[src/verilog/scm_defs.vh]
// Constants for the system clock mode control block: register map, field
// positions, reset values, source codes, mode codes and oscillator counts.
// Assumes it is included once per module by its bare name.
`ifndef SCM_DEFS_VH
`define SCM_DEFS_VH

// Register word indices, decoded from paddr[7:2].
`define SCM_OFF_CTRL      6'h00
`define SCM_OFF_STATUS    6'h01
`define SCM_OFF_CLEAR     6'h02
`define SCM_OFF_ENABLE    6'h03

// Control register fields.
`define SCM_CKS_HI        7
`define SCM_CKS_LO        5
`define SCM_FST_BIT       4
`define SCM_LTO_BIT       3
`define SCM_HTO_BIT       2
`define SCM_IDLE_ENABLE_BIT     1
`define SCM_HL_BIT        0
`define SCM_CTRL_RESET    8'h03
`define SCM_CKS_FIRST_DIV 3'h2

// Event bits in the status, clear and enable registers.
`define SCM_EV_HTO        0
`define SCM_EV_LTO        1
`define SCM_EV_WAKE       2
`define SCM_EV_W          3

// System clock source codes: divided codes equal the divider field.
`define SCM_SRC_OFF       4'h0
`define SCM_SRC_FL        4'h1
`define SCM_SRC_FH        4'h8

// Power modes.
`define SCM_M_RUN         3'h0
`define SCM_M_DEEP        3'h1
`define SCM_M_SUB         3'h2
`define SCM_M_ISTOP       3'h3
`define SCM_M_IRUN        3'h4
`define SCM_M_WAKE        3'h5
`define SCM_M_FAST        3'h6

// High speed oscillator types, a configuration strap.
`define SCM_OSC_XTAL      2'h0
`define SCM_OSC_ERC       2'h1
`define SCM_OSC_INTERNAL_FAST_RC_OSCILLATOR      2'h2

// Stabilisation and wake counts in oscillator cycles.
`define SCM_XTAL_STABLE   11'h400
`define SCM_RC_STABLE     11'h010
`define SCM_SHORT_WAKE    2'h2

`endif

[src/verilog/scm_osc_sync.v]
// Synchroniser for one oscillator pin: three flip-flops and a filter.
// Assumes the pin toggles well below half the pclk rate.
`timescale 1ns/10ps
module scm_osc_sync (
  input  wire pclk,
  input  wire presetn,
  input  wire osc_in,
  output reg  level,
  output reg  rise
);
  reg ff1;
  reg ff2;
  reg ff3;

  // The first stage feeds only the second; the filter looks at two and
  // three, so a change counts only once both later stages agree.
  always @(posedge pclk or negedge presetn) begin
    if (!presetn) begin
      ff1   <= 1'b0;
      ff2   <= 1'b0;
      ff3   <= 1'b0;
      level <= 1'b0;
      rise  <= 1'b0;
    end else begin
      ff1  <= osc_in;
      ff2  <= ff1;
      ff3  <= ff2;
      rise <= (ff2 == ff3) && ff2 && !level;
      if (ff2 == ff3) begin
        level <= ff2;
      end
    end
  end
endmodule

[src/verilog/scm_clock_mode.v]
// System clock mode control: APB register file, power mode sequencer,
// oscillator ready flags, system clock mux (glitch-free except when fH stops under a divided tap) and interrupts.
// Assumes oscillator clocks arrive as pins much slower than pclk and that
// halt and wake requests are one-cycle pulses from logic on pclk.
//
// The placing of the registers and the APB slave port were decided locally.
`timescale 1ns/10ps
`include "scm_defs.vh"

// Operation
// RL1: Divider field codes 000/001 pick slow clock, 010..111 pick fH/64..fH/2.
// RL2: Select bit high drives undivided fH, low drives divider field choice.
// RL3: Moving the system clock onto the slow source stops the fast oscillator.
// RL4: Slow ready flag low in deep sleep, high 1~2 slow cycles after wake.
// RL5: Fast wake bit runs system on slow clock after wake, crystal only.
// RL6: Fast wake only from sleep keeping slow clock or idle clock stopped.
// RL7: Crystal fast wake runs on slow clock, switches after 1024 cycles.
// RL8: RC sources wake in 15~16 cycles, slow RC in 1~2; fast bit ignored.
// RL9: Watchdog off means no fast wake from deep sleep.
// RL10: Run modes change by register; halt picks sleep or idle by two bits.
// RL11: Slow clock selected and fast oscillator stopped stops fH/16, fH/64.
// RL12: Halt: sleep if idle bit low, else idle stopped or running by keep bit.
// RL13: Software polls the fast ready flag when returning to normal mode.
// RL14: Every clock source switchover is free of runt pulses; a divided tap's high phase is cut short when fH stops.
module scm_clock_mode (
  input  wire       pclk,
  input  wire       presetn,
  input  wire       psel,
  input  wire       penable,
  input  wire       pwrite,
  input  wire [7:0] paddr,
  input  wire [31:0] pwdata,
  output reg  [31:0] prdata,
  output reg        pready,
  output reg        pslverr,
  input  wire       high_osc_pin,
  input  wire       low_osc_pin,
  input  wire [1:0] osc_type_strap,
  input  wire       halt_req,
  input  wire       wake_req,
  input  wire       clock_keep_in_idle,
  input  wire       watchdog_or_lvd_on,
  output reg        sys_clk,
  output reg        periph_clk_div16,
  output reg        periph_clk_div64,
  output reg        high_osc_enable,
  output reg        low_osc_enable,
  output reg        cpu_run,
  output reg  [2:0] power_mode,
  output reg        irq
);
  wire       fh_level;
  wire       fh_rise;
  wire       fl_level;
  wire       fl_rise;

  reg  [7:0] ctrl;
  reg  [`SCM_EV_W-1:0] status;
  reg  [`SCM_EV_W-1:0] irq_en;
  reg  [1:0] osc_type;
  reg        strap_taken;
  reg  [2:0] mode;
  reg        fast_wake;
  reg        from_irun;
  reg  [1:0] wake_edges;
  reg  [10:0] hs_cnt;
  reg        high_speed_ready_flag;
  reg  [1:0] ls_cnt;
  reg        low_speed_ready_flag;
  reg  [5:0] div_cnt;
  reg  [3:0] cur_src;
  reg        wake_done;
  reg        hto_d;
  reg        lto_d;

  reg  [3:0] next_src;
  reg        next_high_en;
  reg  [10:0] hs_target;
  reg  [31:0] rd_word;
  reg        rd_ok;
  reg  [`SCM_EV_W-1:0] ev_set;
  reg  [`SCM_EV_W-1:0] ev_clr;
  reg        cur_level;
  reg        new_level;

  wire [2:0] cks  = ctrl[`SCM_CKS_HI:`SCM_CKS_LO];
  wire       hl   = ctrl[`SCM_HL_BIT];
  wire       fst  = ctrl[`SCM_FST_BIT];
  wire       idle = ctrl[`SCM_IDLE_ENABLE_BIT];
  wire       sel_fl = !hl && (cks < `SCM_CKS_FIRST_DIV);
  wire       access = psel && penable && pready;
  wire       wr = access && pwrite;
  wire [5:0] word = paddr[7:2];

  scm_osc_sync u_fh_sync (
    .pclk    (pclk),
    .presetn (presetn),
    .osc_in  (high_osc_pin),
    .level   (fh_level),
    .rise    (fh_rise)
  );

  scm_osc_sync u_fl_sync (
    .pclk    (pclk),
    .presetn (presetn),
    .osc_in  (low_osc_pin),
    .level   (fl_level),
    .rise    (fl_rise)
  );

  // Level of a system clock source; divided taps come from one counter.
  function src_level;
    input [3:0] s;
    input       fh;
    input       fl;
    input [5:0] dc;
    begin
      case (s)
        `SCM_SRC_FL: src_level = fl;        // see RL1
        4'h2:        src_level = dc[5];
        4'h3:        src_level = dc[4];
        4'h4:        src_level = dc[3];
        4'h5:        src_level = dc[2];
        4'h6:        src_level = dc[1];
        4'h7:        src_level = dc[0];
        `SCM_SRC_FH: src_level = fh;        // see RL2
        default:     src_level = 1'b0;
      endcase
    end
  endfunction

  // The strap is a level, so it is caught by the first clock after release.
  always @(posedge pclk or negedge presetn) begin
    if (!presetn) begin
      osc_type    <= `SCM_OSC_XTAL;
      strap_taken <= 1'b0;
    end else if (!strap_taken) begin
      osc_type    <= osc_type_strap;
      strap_taken <= 1'b1;
    end
  end

  // Source wanted for the current mode and whether fH must run.
  always @* begin
    next_src     = `SCM_SRC_OFF;
    next_high_en = 1'b0;
    case (mode)
      `SCM_M_RUN, `SCM_M_IRUN: begin
        if (hl) begin
          next_src = `SCM_SRC_FH;                     // see RL2
        end else if (sel_fl) begin
          next_src = `SCM_SRC_FL;                     // see RL1
        end else begin
          next_src = {1'b0, cks};                     // see RL1
        end
        next_high_en = !sel_fl;                       // see RL3
      end
      `SCM_M_FAST: begin
        next_src     = `SCM_SRC_FL;                   // see RL7
        next_high_en = 1'b1;
      end
      `SCM_M_WAKE: next_high_en = !sel_fl;
      default:     next_src     = `SCM_SRC_OFF;
    endcase
    hs_target = (osc_type == `SCM_OSC_XTAL) ? `SCM_XTAL_STABLE // see RL7
                : `SCM_RC_STABLE;                     // see RL8
  end

  // Power mode sequencer.
  always @(posedge pclk or negedge presetn) begin
    if (!presetn) begin
      mode       <= `SCM_M_RUN;
      fast_wake  <= 1'b0;
      from_irun  <= 1'b0;
      wake_edges <= 2'h0;
      wake_done  <= 1'b0;
    end else begin
      wake_done <= 1'b0;
      case (mode)
        `SCM_M_RUN: begin
          if (halt_req) begin
            if (!idle) begin
              // Deep sleep only when nothing keeps the slow clock alive.
              mode <= watchdog_or_lvd_on ? `SCM_M_SUB // see RL12
                      : `SCM_M_DEEP;
            end else begin
              mode <= clock_keep_in_idle ? `SCM_M_IRUN // see RL10
                      : `SCM_M_ISTOP;                 // see RL12
            end
          end
        end
        `SCM_M_DEEP, `SCM_M_SUB, `SCM_M_ISTOP, `SCM_M_IRUN: begin
          if (wake_req) begin
            // Deep sleep never qualifies: its slow clock is stopped.
            fast_wake  <= (osc_type == `SCM_OSC_XTAL) && fst &&
                          !sel_fl &&
                          (mode == `SCM_M_SUB ||
                           mode == `SCM_M_ISTOP);     // see RL5 see RL6 see RL9
            from_irun  <= (mode == `SCM_M_IRUN);
            wake_edges <= 2'h0;
            mode       <= `SCM_M_WAKE;
          end
        end
        `SCM_M_WAKE: begin
          if (fast_wake) begin
            if (fl_rise) begin
              wake_edges <= wake_edges + 2'h1;
              if (wake_edges + 2'h1 == `SCM_SHORT_WAKE) begin
                mode <= `SCM_M_FAST;                  // see RL7
              end
            end
          end else if (from_irun || sel_fl) begin
            if (sel_fl ? fl_rise : fh_rise) begin
              wake_edges <= wake_edges + 2'h1;
              if (wake_edges + 2'h1 == `SCM_SHORT_WAKE) begin
                mode      <= `SCM_M_RUN;              // see RL8
                wake_done <= 1'b1;
              end
            end
          end else if (high_speed_ready_flag) begin
            mode      <= `SCM_M_RUN;                  // see RL8
            wake_done <= 1'b1;
          end
        end
        `SCM_M_FAST: begin
          if (high_speed_ready_flag) begin
            mode      <= `SCM_M_RUN;                  // see RL7
            wake_done <= 1'b1;
          end
        end
        default: mode <= `SCM_M_RUN;
      endcase
    end
  end

  // Ready flags: counted from oscillator edges, dropped with the oscillator.
  always @(posedge pclk or negedge presetn) begin
    if (!presetn) begin
      hs_cnt <= 11'h000;
      high_speed_ready_flag    <= 1'b0;
      ls_cnt <= 2'h0;
      low_speed_ready_flag    <= 1'b0;
      hto_d  <= 1'b0;
      lto_d  <= 1'b0;
    end else begin
      hto_d <= high_speed_ready_flag;
      lto_d <= low_speed_ready_flag;
      if (!high_osc_enable) begin
        hs_cnt <= 11'h000;
        high_speed_ready_flag    <= 1'b0;
      end else if (fh_rise && !high_speed_ready_flag) begin
        hs_cnt <= hs_cnt + 11'h001;
        if (hs_cnt + 11'h001 == hs_target) begin
          high_speed_ready_flag <= 1'b1;                                // see RL7 see RL8
        end
      end
      if (!low_osc_enable) begin
        ls_cnt <= 2'h0;
        low_speed_ready_flag    <= 1'b0;                               // see RL4
      end else if (fl_rise && !low_speed_ready_flag) begin
        ls_cnt <= ls_cnt + 2'h1;
        if (ls_cnt + 2'h1 == `SCM_SHORT_WAKE) begin
          low_speed_ready_flag <= 1'b1;                                // see RL4
        end
      end
    end
  end

  // Glitch-free mux: a pending change first lets the present source finish
  // its high phase, holds the output low, and takes the new source only at
  // one of its low phases; no high phase is cut short but a divided tap's, when fH stops and clears div_cnt.
  always @* begin
    cur_level = src_level(cur_src, fh_level, fl_level, div_cnt);
    new_level = src_level(next_src, fh_level, fl_level, div_cnt);
  end

  always @(posedge pclk or negedge presetn) begin
    if (!presetn) begin
      cur_src          <= `SCM_SRC_FH;
      sys_clk          <= 1'b0;
      div_cnt          <= 6'h00;
      periph_clk_div16 <= 1'b0;
      periph_clk_div64 <= 1'b0;
      high_osc_enable  <= 1'b1;
      low_osc_enable   <= 1'b1;
      cpu_run          <= 1'b1;
      power_mode       <= `SCM_M_RUN;
    end else begin
      high_osc_enable <= next_high_en;                // see RL3
      low_osc_enable  <= (mode != `SCM_M_DEEP);       // see RL4 see RL9
      cpu_run         <= (mode == `SCM_M_RUN) || (mode == `SCM_M_FAST);
      power_mode      <= mode;
      if (!high_osc_enable) begin
        div_cnt <= 6'h00;
      end else if (fh_rise) begin
        div_cnt <= div_cnt + 6'h01;
      end
      // A stopped fH stops the peripheral taps with it.
      periph_clk_div16 <= high_osc_enable && div_cnt[3];   // see RL11
      periph_clk_div64 <= high_osc_enable && div_cnt[5];   // see RL11
      if (cur_src == next_src) begin
        sys_clk <= cur_level;
      end else if (sys_clk && cur_level) begin
        sys_clk <= 1'b1;                              // see RL14
      end else begin
        sys_clk <= 1'b0;
        if (!new_level) begin
          cur_src <= next_src;                        // see RL14
        end
      end
    end
  end

  // Register read mux and event collection.
  always @* begin
    rd_word = 32'h00000000;
    rd_ok   = 1'b1;
    case (word)
      `SCM_OFF_CTRL:   rd_word[7:0] = {cks, fst, low_speed_ready_flag, high_speed_ready_flag, idle, hl};
      `SCM_OFF_STATUS: rd_word[`SCM_EV_W-1:0] = status;
      `SCM_OFF_CLEAR:  rd_word = 32'h00000000;
      `SCM_OFF_ENABLE: rd_word[`SCM_EV_W-1:0] = irq_en;
      default:         rd_ok = 1'b0;
    endcase
    ev_set = {wake_done, low_speed_ready_flag && !lto_d, high_speed_ready_flag && !hto_d};
    ev_clr = (wr && word == `SCM_OFF_CLEAR) ? pwdata[`SCM_EV_W-1:0]
                                            : {`SCM_EV_W{1'b0}};
  end

  // APB slave: one wait state, then the access completes.
  always @(posedge pclk or negedge presetn) begin
    if (!presetn) begin
      pready  <= 1'b0;
      pslverr <= 1'b0;
      prdata  <= 32'h00000000;
      ctrl    <= `SCM_CTRL_RESET;
      status  <= {`SCM_EV_W{1'b0}};
      irq_en  <= {`SCM_EV_W{1'b0}};
      irq     <= 1'b0;
    end else begin
      if (psel && penable && !pready) begin
        pready  <= 1'b1;
        pslverr <= !rd_ok;
        prdata  <= pwrite ? 32'h00000000 : rd_word;
      end else begin
        pready  <= 1'b0;
        pslverr <= 1'b0;
      end
      if (wr && word == `SCM_OFF_CTRL) begin
        // Ready flags are read-only and never stored.
        ctrl[`SCM_CKS_HI:`SCM_CKS_LO] <= pwdata[`SCM_CKS_HI:`SCM_CKS_LO];
        ctrl[`SCM_FST_BIT]   <= pwdata[`SCM_FST_BIT];    // see RL5
        ctrl[`SCM_IDLE_ENABLE_BIT] <= pwdata[`SCM_IDLE_ENABLE_BIT];  // see RL10
        ctrl[`SCM_HL_BIT]    <= pwdata[`SCM_HL_BIT];     // see RL10
      end
      if (wr && word == `SCM_OFF_ENABLE) begin
        irq_en <= pwdata[`SCM_EV_W-1:0];
      end
      // A new event wins over a clear in the same cycle.
      status <= (status & ~ev_clr) | ev_set;
      irq    <= |(status & irq_en);
    end
  end
endmodule

[config.mk]
export PLATFORM = sky130hd
export DESIGN_NAME = scm_clock_mode
export DESIGN_NICKNAME = d
export VERILOG_FILES = /design/src/verilog/scm_osc_sync.v /design/src/verilog/scm_clock_mode.v
export VERILOG_INCLUDE_DIRS = /design/src /design/src/verilog
export SDC_FILE = /design/constraint.sdc
export NUM_CORES = 1
export LEC_CHECK = 0
export ABC_AREA = 1
export BUFFER_PORTS_ARGS = -buffer_cell sky130_fd_sc_hd__clkbuf_2
export CAP_MARGIN = 20
export CORE_MARGIN = 2
export CORE_UTILIZATION = 25
export DETAILED_ROUTE_END_ITERATION = 7
export HOLD_SLACK_MARGIN = 0.06
export PLACE_DENSITY_LB_ADDON = 0.3
export RECOVER_POWER = 100
export SLEW_MARGIN = 20
export SYNTH_ARGS = -nofsm -noshare
export SYNTH_HDL_FRONTEND = slang
export SYNTH_SLANG_ARGS = --single-unit
[constraint.sdc]
create_clock -name pclk -period 1.65 [get_ports pclk]
set_input_delay 0.0825 -clock pclk [delete_from_list [all_inputs] [get_ports pclk]]
set_output_delay 0.0825 -clock pclk [all_outputs]
set_load 0.005 [all_outputs]
# Yosys cells after proc, flatten, opt, wreduce, memory -nomap -nowiden

Cells that the tools add are included.

Register bits after elaboration: 104

$add $sub $neg: 4
$lt $le $gt $ge: 1
Equal/unequal tests: 45
Muxes and demuxes: 54
Bitwise logic cells: 7
Reductions and logical operators: 50

Operators by type and width:

| cell                                                                     | count |
|---|---|
| 3-bit two-way mux                                                        | 13 |
| 11-bit two-way mux                                                       | 3 |
| 4-bit by 3-bit == test with 1-bit output (second input constant)         | 8 |
| 1-bit logical AND                                                        | 22 |
| 1-bit two-way mux                                                        | 17 |
| 4-bit by 2-bit == test with 1-bit output (second input constant)         | 4 |
| 2-bit two-way mux                                                        | 8 |
| 1-bit one-hot mux with 8 select lines                                    | 2 |
| 6-bit by 2-bit == test with 1-bit output (second input constant)         | 2 |
| 6-bit two-way mux                                                        | 2 |
| 3-bit inequality test (second input constant)                            | 4 |
| 3-bit one-hot mux with 4 select lines                                    | 1 |
| 11-bit by 1-bit adder with 11-bit output (second input constant)         | 1 |
| 11-bit == test                                                           | 1 |
| 1-bit zero test                                                          | 10 |
| 2-bit by 1-bit inequality test with 1-bit output (second input constant) | 5 |
| 3-bit == test (second input constant)                                    | 3 |
| 3-bit one-hot mux with 3 select lines                                    | 1 |
| 4-bit by 1-bit == test with 1-bit output (second input constant)         | 2 |
| 4-bit == test (second input constant)                                    | 2 |
| 8-bit two-way mux                                                        | 1 |
| 4-bit one-hot mux with 2 select lines                                    | 1 |
| 4-bit OR reduction                                                       | 2 |
| 6-bit by 1-bit adder with 6-bit output (second input constant)           | 1 |
| 31 further kinds                                                         | 45 |

# Depth between registers and ports, before layout

Gate-level depths: netlist of run 1.

Depth after elaboration: 9
Depth in mapped cells: 13
Gate-level depth less buffers: 12

# Modules after synthesis

Synthesis of run 1 repeated with hierarchy kept, for this count alone.

Cell total of the unflattened synthesis: 517
Area total of the unflattened synthesis: 4106.4 um^2

Modules (own cells, without submodules):

| module         | instances | cells each | area each (um^2) | sequential area each (um^2) |
|---|---|---|---|---|
| scm_clock_mode | 1         | 493        | 3786.1           | 1759.2 |
| scm_osc_sync   | 2         | 12         | 160.2            | 125.1 |

# Worst setup path after synthesis of run 1

Ideal clock, no wire load.

Path kind: reg-to-reg
Start: reg ctrl[0]
End: reg mode[0]
Data arrival time: 1385 ps
Required time: 1533 ps
Slack: 148 ps
Stages on the path, launching flop included: 11
Buffers on the path: 1
Period minus slack after synthesis: 1502 ps
Path through: dfstp_2 buf_6 inv_2 nand3_4 nand2_2 o21ai_0 nand2_1 a21oi_2 nand2_1 nand2_1 nand2_1

Cells in the longest elaborated chain, start to end: 6

RTL lines:

| item                                  | line                 | source |
|---|---|---|
| start: declaration                    | scm_clock_mode.v:57  | `reg [7:0] ctrl;` |
| start signal: assignment              | scm_clock_mode.v:336 | `` ctrl <= `SCM_CTRL_RESET; `` |
| start signal: indexed assignment      | scm_clock_mode.v:351 | `` ctrl[`SCM_CKS_HI:`SCM_CKS_LO] <= pwdata[`SCM_CKS_HI:`SCM_CKS_LO]; `` |
| start signal: indexed assignment      | scm_clock_mode.v:352 | `` ctrl[`SCM_FST_BIT] <= pwdata[`SCM_FST_BIT]; `` |
| 1-bit zero test (*)                   | scm_clock_mode.v:90  | `` wire sel_fl = !hl && (cks < `SCM_CKS_FIRST_DIV); `` |
| 1-bit logical AND (*)                 | scm_clock_mode.v:90  |  |
| 1-bit logical OR                      | scm_clock_mode.v:212 | `end else if (from_irun \|\| sel_fl) begin` |
| 3-bit two-way mux                     | scm_clock_mode.v:212 |  |
| 3-bit two-way mux                     | scm_clock_mode.v:205 | `if (fast_wake) begin` |
| 3-bit one-hot mux with 4 select lines | scm_clock_mode.v:179 | `case (mode)` |
| end signal: assignment                | scm_clock_mode.v:184 | `` mode <= watchdog_or_lvd_on ? `SCM_M_SUB `` |
| end signal: assignment                | scm_clock_mode.v:209 | `` mode <= `SCM_M_FAST; `` |
| end signal: assignment                | scm_clock_mode.v:216 | `` mode <= `SCM_M_RUN; `` |
| end: declaration                      | scm_clock_mode.v:62  | `reg [2:0] mode;` |

Every way passes the cells marked *; elsewhere a longest branch is shown, timed or not.
A chain may end at the register's enable or synchronous reset.

# Worst setup path after layout of run 1

Start: reg mode[1]
End: reg cur_src[0]

Cells in the longest elaborated chain, start to end: 7

RTL lines:

| item                                             | line                 | source |
|---|---|---|
| start signal: assignment                         | scm_clock_mode.v:172 | `` mode <= `SCM_M_RUN; `` |
| start signal: assignment                         | scm_clock_mode.v:184 |  |
| start signal: assignment                         | scm_clock_mode.v:187 | `` mode <= clock_keep_in_idle ? `SCM_M_IRUN `` |
| 3-bit == test or 3-bit zero test (tied branches) | scm_clock_mode.v:147 | `case (mode)` |
| 2-bit OR reduction                               | scm_clock_mode.v:147 |  |
| 4-bit one-hot mux with 2 select lines (*)        | scm_clock_mode.v:147 |  |
| 4-bit == test, or another cell as far along      | scm_clock_mode.v:118 | `case (s)` |
| 1-bit one-hot mux with 8 select lines            | scm_clock_mode.v:118 |  |
| 1-bit NOT (no source line)                       | -                    |  |
| 3-bit AND reduction (no source line)             | -                    |  |
| end signal: assignment                           | scm_clock_mode.v:279 | `` cur_src <= `SCM_SRC_FH; `` |
| end signal: assignment                           | scm_clock_mode.v:308 | `cur_src <= next_src;` |
| end: declaration                                 | scm_clock_mode.v:71  | `reg [3:0] cur_src;` |

Marked as above.

==> results of run 1 <==
-- routing by layer --
metal,vias up,share of wire (%),global-route usage (%)
met5,-,0,0
met4,0,0.82,2.28
met3,6,4.7,3.48
met2,84,45,17.6
met1,1623,49,15.5
li1,1862,-,-
-- through the flow --
step | util (%) | hold WS [ps]
2_1_floorplan | - | -213
3_3_place_gp | 29.2 | 81.6
3_5_place_dp | 29.2 | 83.6
4_1_cts | 31.7 | 149
5_1_grt | 32.3 | 195
6_report | 32.3 | 153
-- registers in the layout (all words and copies together) (netlist names), 2 cells and up --
name,cells
hs_cnt,11
prdata,8
div_cnt,6
cur_src,4
cks,3
ctrl,3
irq_en,3
mode,3
power_mode,3
status,3
ls_cnt,2
osc_type,2
wake_edges,2
-- cell type report --
cell class,count,area (µm²)
fill,1803,11200
multi-input combinational,372,1890
timing repair buffer,86,612
tap,220,275
sequential,80,2010
inverter,77,293
clock buffer,16,282
-- worst min path at each step --
stage	from	endpoint	slack, ps	cells past startpoint
2_1_floorplan	presetn	cks[0]$_DFFE_PN0P_	-210	0
3_3_place_gp	presetn	u_fh_sync.ff1$_DFF_PN0_	80	1
3_5_place_dp	presetn	u_fh_sync.ff1$_DFF_PN0_	80	1
4_1_cts	paddr[4]	pslverr$_DFF_PN0_	150	6
5_1_grt	penable	pready$_DFF_PN0_	200	4
6_report	paddr[4]	pslverr$_DFF_PN0_	150	6
-- where the power goes --
group / leakage, nW / internal (W) / switching, W
registers: 1.01 / 0.00226 / 0.000264
clock network: 0.137 / 0.00115 / 0.000759
logic: 1.58 / 0.000904 / 0.00139
total: 2.73 / 0.00431 / 0.00242
-- cells by family after synthesis --
group                    count (synthesis)
flip-flops                              80
buffers and inverters                  108
other                                    2
AO/OA/AOI/OAI                           79
XOR/XNOR                                 2
multiplexers                             3
adder cells (fa/ha/maj)                  6
AND/OR/NAND/NOR                        256
-- worst min-delay path, stage by stage --
cell and delay, ps:
clkbuf_2 70, nor2_1 40, buf_4 130, nand2_1 50, nand2_1 40, inv_1 40
-- cell usage in the layout (no fill, tap or decap), types with 9 or more instances in the layout --
cell	n
inv_1	70
conb_1	25
clkbuf_16	9
dlygate4sd3_1	13
nor2_1	46
buf_4	23
nand2_1	122
clkbuf_2	45
o21ai_0	39
nand3_1	36
nand2_2	17
nand4_1	11
dfrtp_1	71
a21oi_1	18
-- synth_stat cells (all sizes together), types with 2 or more instances --
master,count,share of area [%]
dfstp,6,3.7
nand4,11,1.6
inv,76,6.7
ha,6,1.8
o21ai,44,5.2
o22ai,5,0.74
o21bai,4,0.71
nor2,54,5.5
o211ai,2,0.35
nand3,40,5.2
mux2,3,0.80
dfrtp,74,44
a21oi,19,2.3
o221ai,2,0.41
nand2,144,14
conb,2,0.18
buf,30,5.1
nor3,5,0.85
xor2,2,0.41
-- what timing repair did --
action	in CTS	in global routing
buffers inserted	0	3
hold buffers	13	0
gates resized for setup	0	27
endpoints found under the hold margin	43	0
setup endpoints to repair	0	9
==> results.txt, run 1 <==
status = finished, final reports clean
Layout Area Growth over Synthesis = 26.2%
Post-Syn Area = 4250 µm²
CP cell instances = nor2_4 > nand2_2 > xor2_1 > nor2_2 > nand2_2 > nand2_4 > nor2_4 > nand2_1 > nand2_1
vias in the first global route = 3290
dominant synthesized flop cell = dfrtp_1
largest net degree at the start of global routing = 35
fin cells = 851
Buffers on Ports = 45
Wirelength per Cell = 11.4 µm
simple-gate share of the synthesized area = 27.2%
initial antenna violation count = 0
Initial Util = 25.6%
GRT Residual Overflow = 0
H-tree Lvls = 3
Final Hold Fails = 0
post-synthesis mux area share = 0.796%
FMAX = 0.635 GHz
worst endpoint required time = 1870 ps
Syn Inst Count = 536
number of diodes = 0
crit path time final = 1570 ps
first-pass GRT wire length = 16200 µm
Core Box Area = 16600 µm²
Overall Power = 0.00673 W
initial drt markers = 198
cts bufs inserted = 9
Worst path max stage delay = 480 ps
TNS Setup = 0 ps
Crit Path Category = reg2reg
Post-DP Area = 4840 µm²
aggregate global-route resource usage = 11.3%
FF-to-FF setup slack = 80 ps
period utilization = 95.4%
crit end category = flip-flop
RR Endpoint = cur_src[0]$_DFFE_PN0P_
slowest CP cell = dfrtp_2
share of layout cells above drive strength 1 = 22.5%
Residual DRC = 0
Distinct cells, synth = 38
Setup Viol. Count Final = 0
Crit Path Max Fanout = 6
Via Count = 3575
Die Y = 134 µm
Setup crit start = mode[1]$_DFFE_PN0P_
critical path depth = 9
Buf/Inv on CP = 0
DR vias/cell = 4.20
EDFF count, synth = 0
Pwr per Cell Area = 1250 nW/µm²
Avg Cell Area, Syn = 7.92 µm²
clk buf depth = 2
r2r worst-path depth = 9
Max-Cap Viols = 0
synth warn = 0
#FFs+latches synth = 80
Worst Tran Pin Value = 944 ps
RSZ-0062 raised after global routing = yes
Finished Cell Area = 5360 µm²
slew margin rel. = 37.1%
clock sink count = 80
Compound-Gate Fraction of Synth Area = 10.3%
HPWL Detailed = 7330 µm
adder-cell share of the synthesized area = 1.77%
GP Congestion = 0.825
clock transition at the registers of the reported paths = 60 ps
FFs w/ async S/R, synth = 100%
Worst setup SP type = flip-flop
row count = 47
CTS tree = done
Root Buffer = clkbuf_16
I/O pins = 97
worst skew pair latency = 340 ps
WP data arrival = 1800 ps
RR Startpoint = mode[1]$_DFFE_PN0P_
fin nets = 685
Seq/Total Area, Yosys = 47.3%
Post-DRT Antenna Nets = 0
Die X-Extent = 134 µm
Pins Over Slew Limit = 0
peak supply drop = 0.531 mV
final worst setup slack = 75.2 ps
Worst Hold Class = in2reg
crit path to = cur_src[0]$_DFFE_PN0P_
Clock Skews = 7.73 ps
CP top delay family = simple AND/OR/NAND/NOR gates
Synth Area in XOR/XNOR = 0.412%
largest family of logic cells by synthesized area = simple AND/OR/NAND/NOR gates
routed wire length = 9730 µm
drt first pass iters = 4
Die Area = 18000 µm²
placed cells = 818
Static Leak = 2.73 nW
worst slack, placed = 56.1 ps
Power figures use the tool's default switching activity.
==> run 2: changes to the inputs <==
- clock period: 1.65 -> 1.6 ns (I/O delays scaled with it)
==> results.txt, run 2 (same netlist as run 1, synthesis figures left out) <==
status = finished, final reports clean
Core Box Area = 16600 µm²
DR vias/cell = 4.18
Pins Over Slew Limit = 0
Final Hold Fails = 0
HPWL Detailed = 7460 µm
initial drt markers = 144
largest net degree at the start of global routing = 37
initial antenna violation count = 0
crit end category = flip-flop
drt first pass iters = 4
period utilization = 97.5%
worst skew pair latency = 330 ps
clk buf depth = 2
clock sink count = 80
aggregate global-route resource usage = 11.3%
Worst Hold Class = in2reg
commonest non-fill, non-tap cell in the layout = nand2_1
Layout Area Growth over Synthesis = 27.2%
first-pass GRT wire length = 16300 µm
Buffers on Ports = 45
RSZ-0062 raised after global routing = yes
worst endpoint required time = 1820 ps
Top Registers = hs_cnt (11), prdata (8), div_cnt (6)
Die Y = 134 µm
fin nets = 692
Overall Power = 0.00719 W
Worst setup SP type = flip-flop
GRT Residual Overflow = 0
number of diodes = 0
hold_ws = 157 ps
vias in the first global route = 3365
Post-DRT Antenna Nets = 0
Die X-Extent = 134 µm
Pwr per Cell Area = 1330 nW/µm²
CTS tree = done
Setup Viol. Count Final = 0
Crit Path Category = reg2reg
GP Congestion = 0.848
Crit Path Max Fanout = 7
FMAX = 0.641 GHz
crit path time final = 1560 ps
H-tree Lvls = 3
share of layout cells above drive strength 1 = 23.4%
routed wire length = 9650 µm
Residual DRC = 0
Root Buffer = clkbuf_16
Biggest register = hs_cnt
cts bufs inserted = 9
peak supply drop = 0.698 mV
Via Count = 3584
clock transition at the registers of the reported paths = 60 ps
most frequent cells in the layout = nand2_1 (127), inv_1 (70), dfrtp_1 (70), nor2_1 (47), clkbuf_2 (44)
I/O pins = 97
Static Leak = 2.76 nW
WP data arrival = 1780 ps
row count = 47
max reg flops = 11
Clock Skews = 3.69 ps
Initial Util = 25.6%
Die Area = 18000 µm²
Max-Cap Viols = 0
Wirelength per Cell = 11.2 µm
==> run 2: worst max-delay path, stage by stage (launching register included) <==
cell	delay, ps
dfrtp_2	490
nor2_4	220
nand2_2	110
xor2_1	160
nor2_2	140
nand2_2	80
nand2_4	90
nor2_4	50
nand2_1	50
nand2_1	50
==> run 2: repair_timing <==
action,in CTS,in global routing
pin swaps,0,10
hold buffers,13,0
buffers inserted,0,5
hold endpoints to repair,44,0
setup endpoints to repair,2,10
gates cloned,0,1
resized for setup,1,21
==> run 2: layer usage <==
metal	vias to the layer above	wire, µm	global-route usage (%)
li1	1871	-	-
met4	0	114	3.45
met5	-	0	0
met3	9	407	2.80
met2	71	4380	17.8
met1	1633	4750	15.4
==> run 2: cell type report <==
| class | count | area, µm² |
|---|---|---|
| Inverter | 77 | 293 |
| Fill cell | 1772 | 11200 |
| Tap cell | 220 | 275 |
| Sequential cell | 80 | 2010 |
| Clock buffer | 10 | 239 |
| Timing Repair Buffer | 93 | 637 |
| Clock inverter | 6 | 82.6 |
| Multi-Input combinational cell | 372 | 1860 |
==> run 2: metrics by stage <==
stage,setup TNS (ps),cells,utilization [%],worst slack (ps),cell area [µm²]
detailed placement,0,823,29.3,9.33,4850
finish,0,858,32.6,40.8,5400
floorplan,0,559,-,98.1,4330
CTS,0,852,32.0,9.99,5310
global route,-479,858,32.6,-78.7,5400
global placement,0,823,29.3,12.0,4850
==> run 2: worst paths after layout <==
path | endpoint | slack, ps | startpoint | cells past startpoint
max | cur_src[1]$_DFFE_PN0P_ | 40 | mode[1]$_DFFE_PN0P_ | 9
min | prdata[2]$_DFFE_PN0P_ | 160 | pwrite | 6
max reg2reg | cur_src[1]$_DFFE_PN0P_ | 40 | mode[1]$_DFFE_PN0P_ | 9
min reg2reg | u_fh_sync.ff2$_DFF_PN0_ | 350 | u_fh_sync.ff1$_DFF_PN0_ | 0
max in group asynchronous | low_osc_enable$_DFF_PN1_ | 720 | presetn | 3
min in group asynchronous | periph_clk_div64$_DFF_PN0_ | 240 | presetn | 2
==> run 2: where the power goes <==
| part | switching [W] | internal [W] | leakage, nW |
|---|---|---|---|
| Sequential | 0.000271 | 0.00233 | 1.01 |
| Combinational | 0.00141 | 0.000968 | 1.60 |
| Clock | 0.000810 | 0.00140 | 0.158 |
| Total | 0.00249 | 0.00470 | 2.76 |
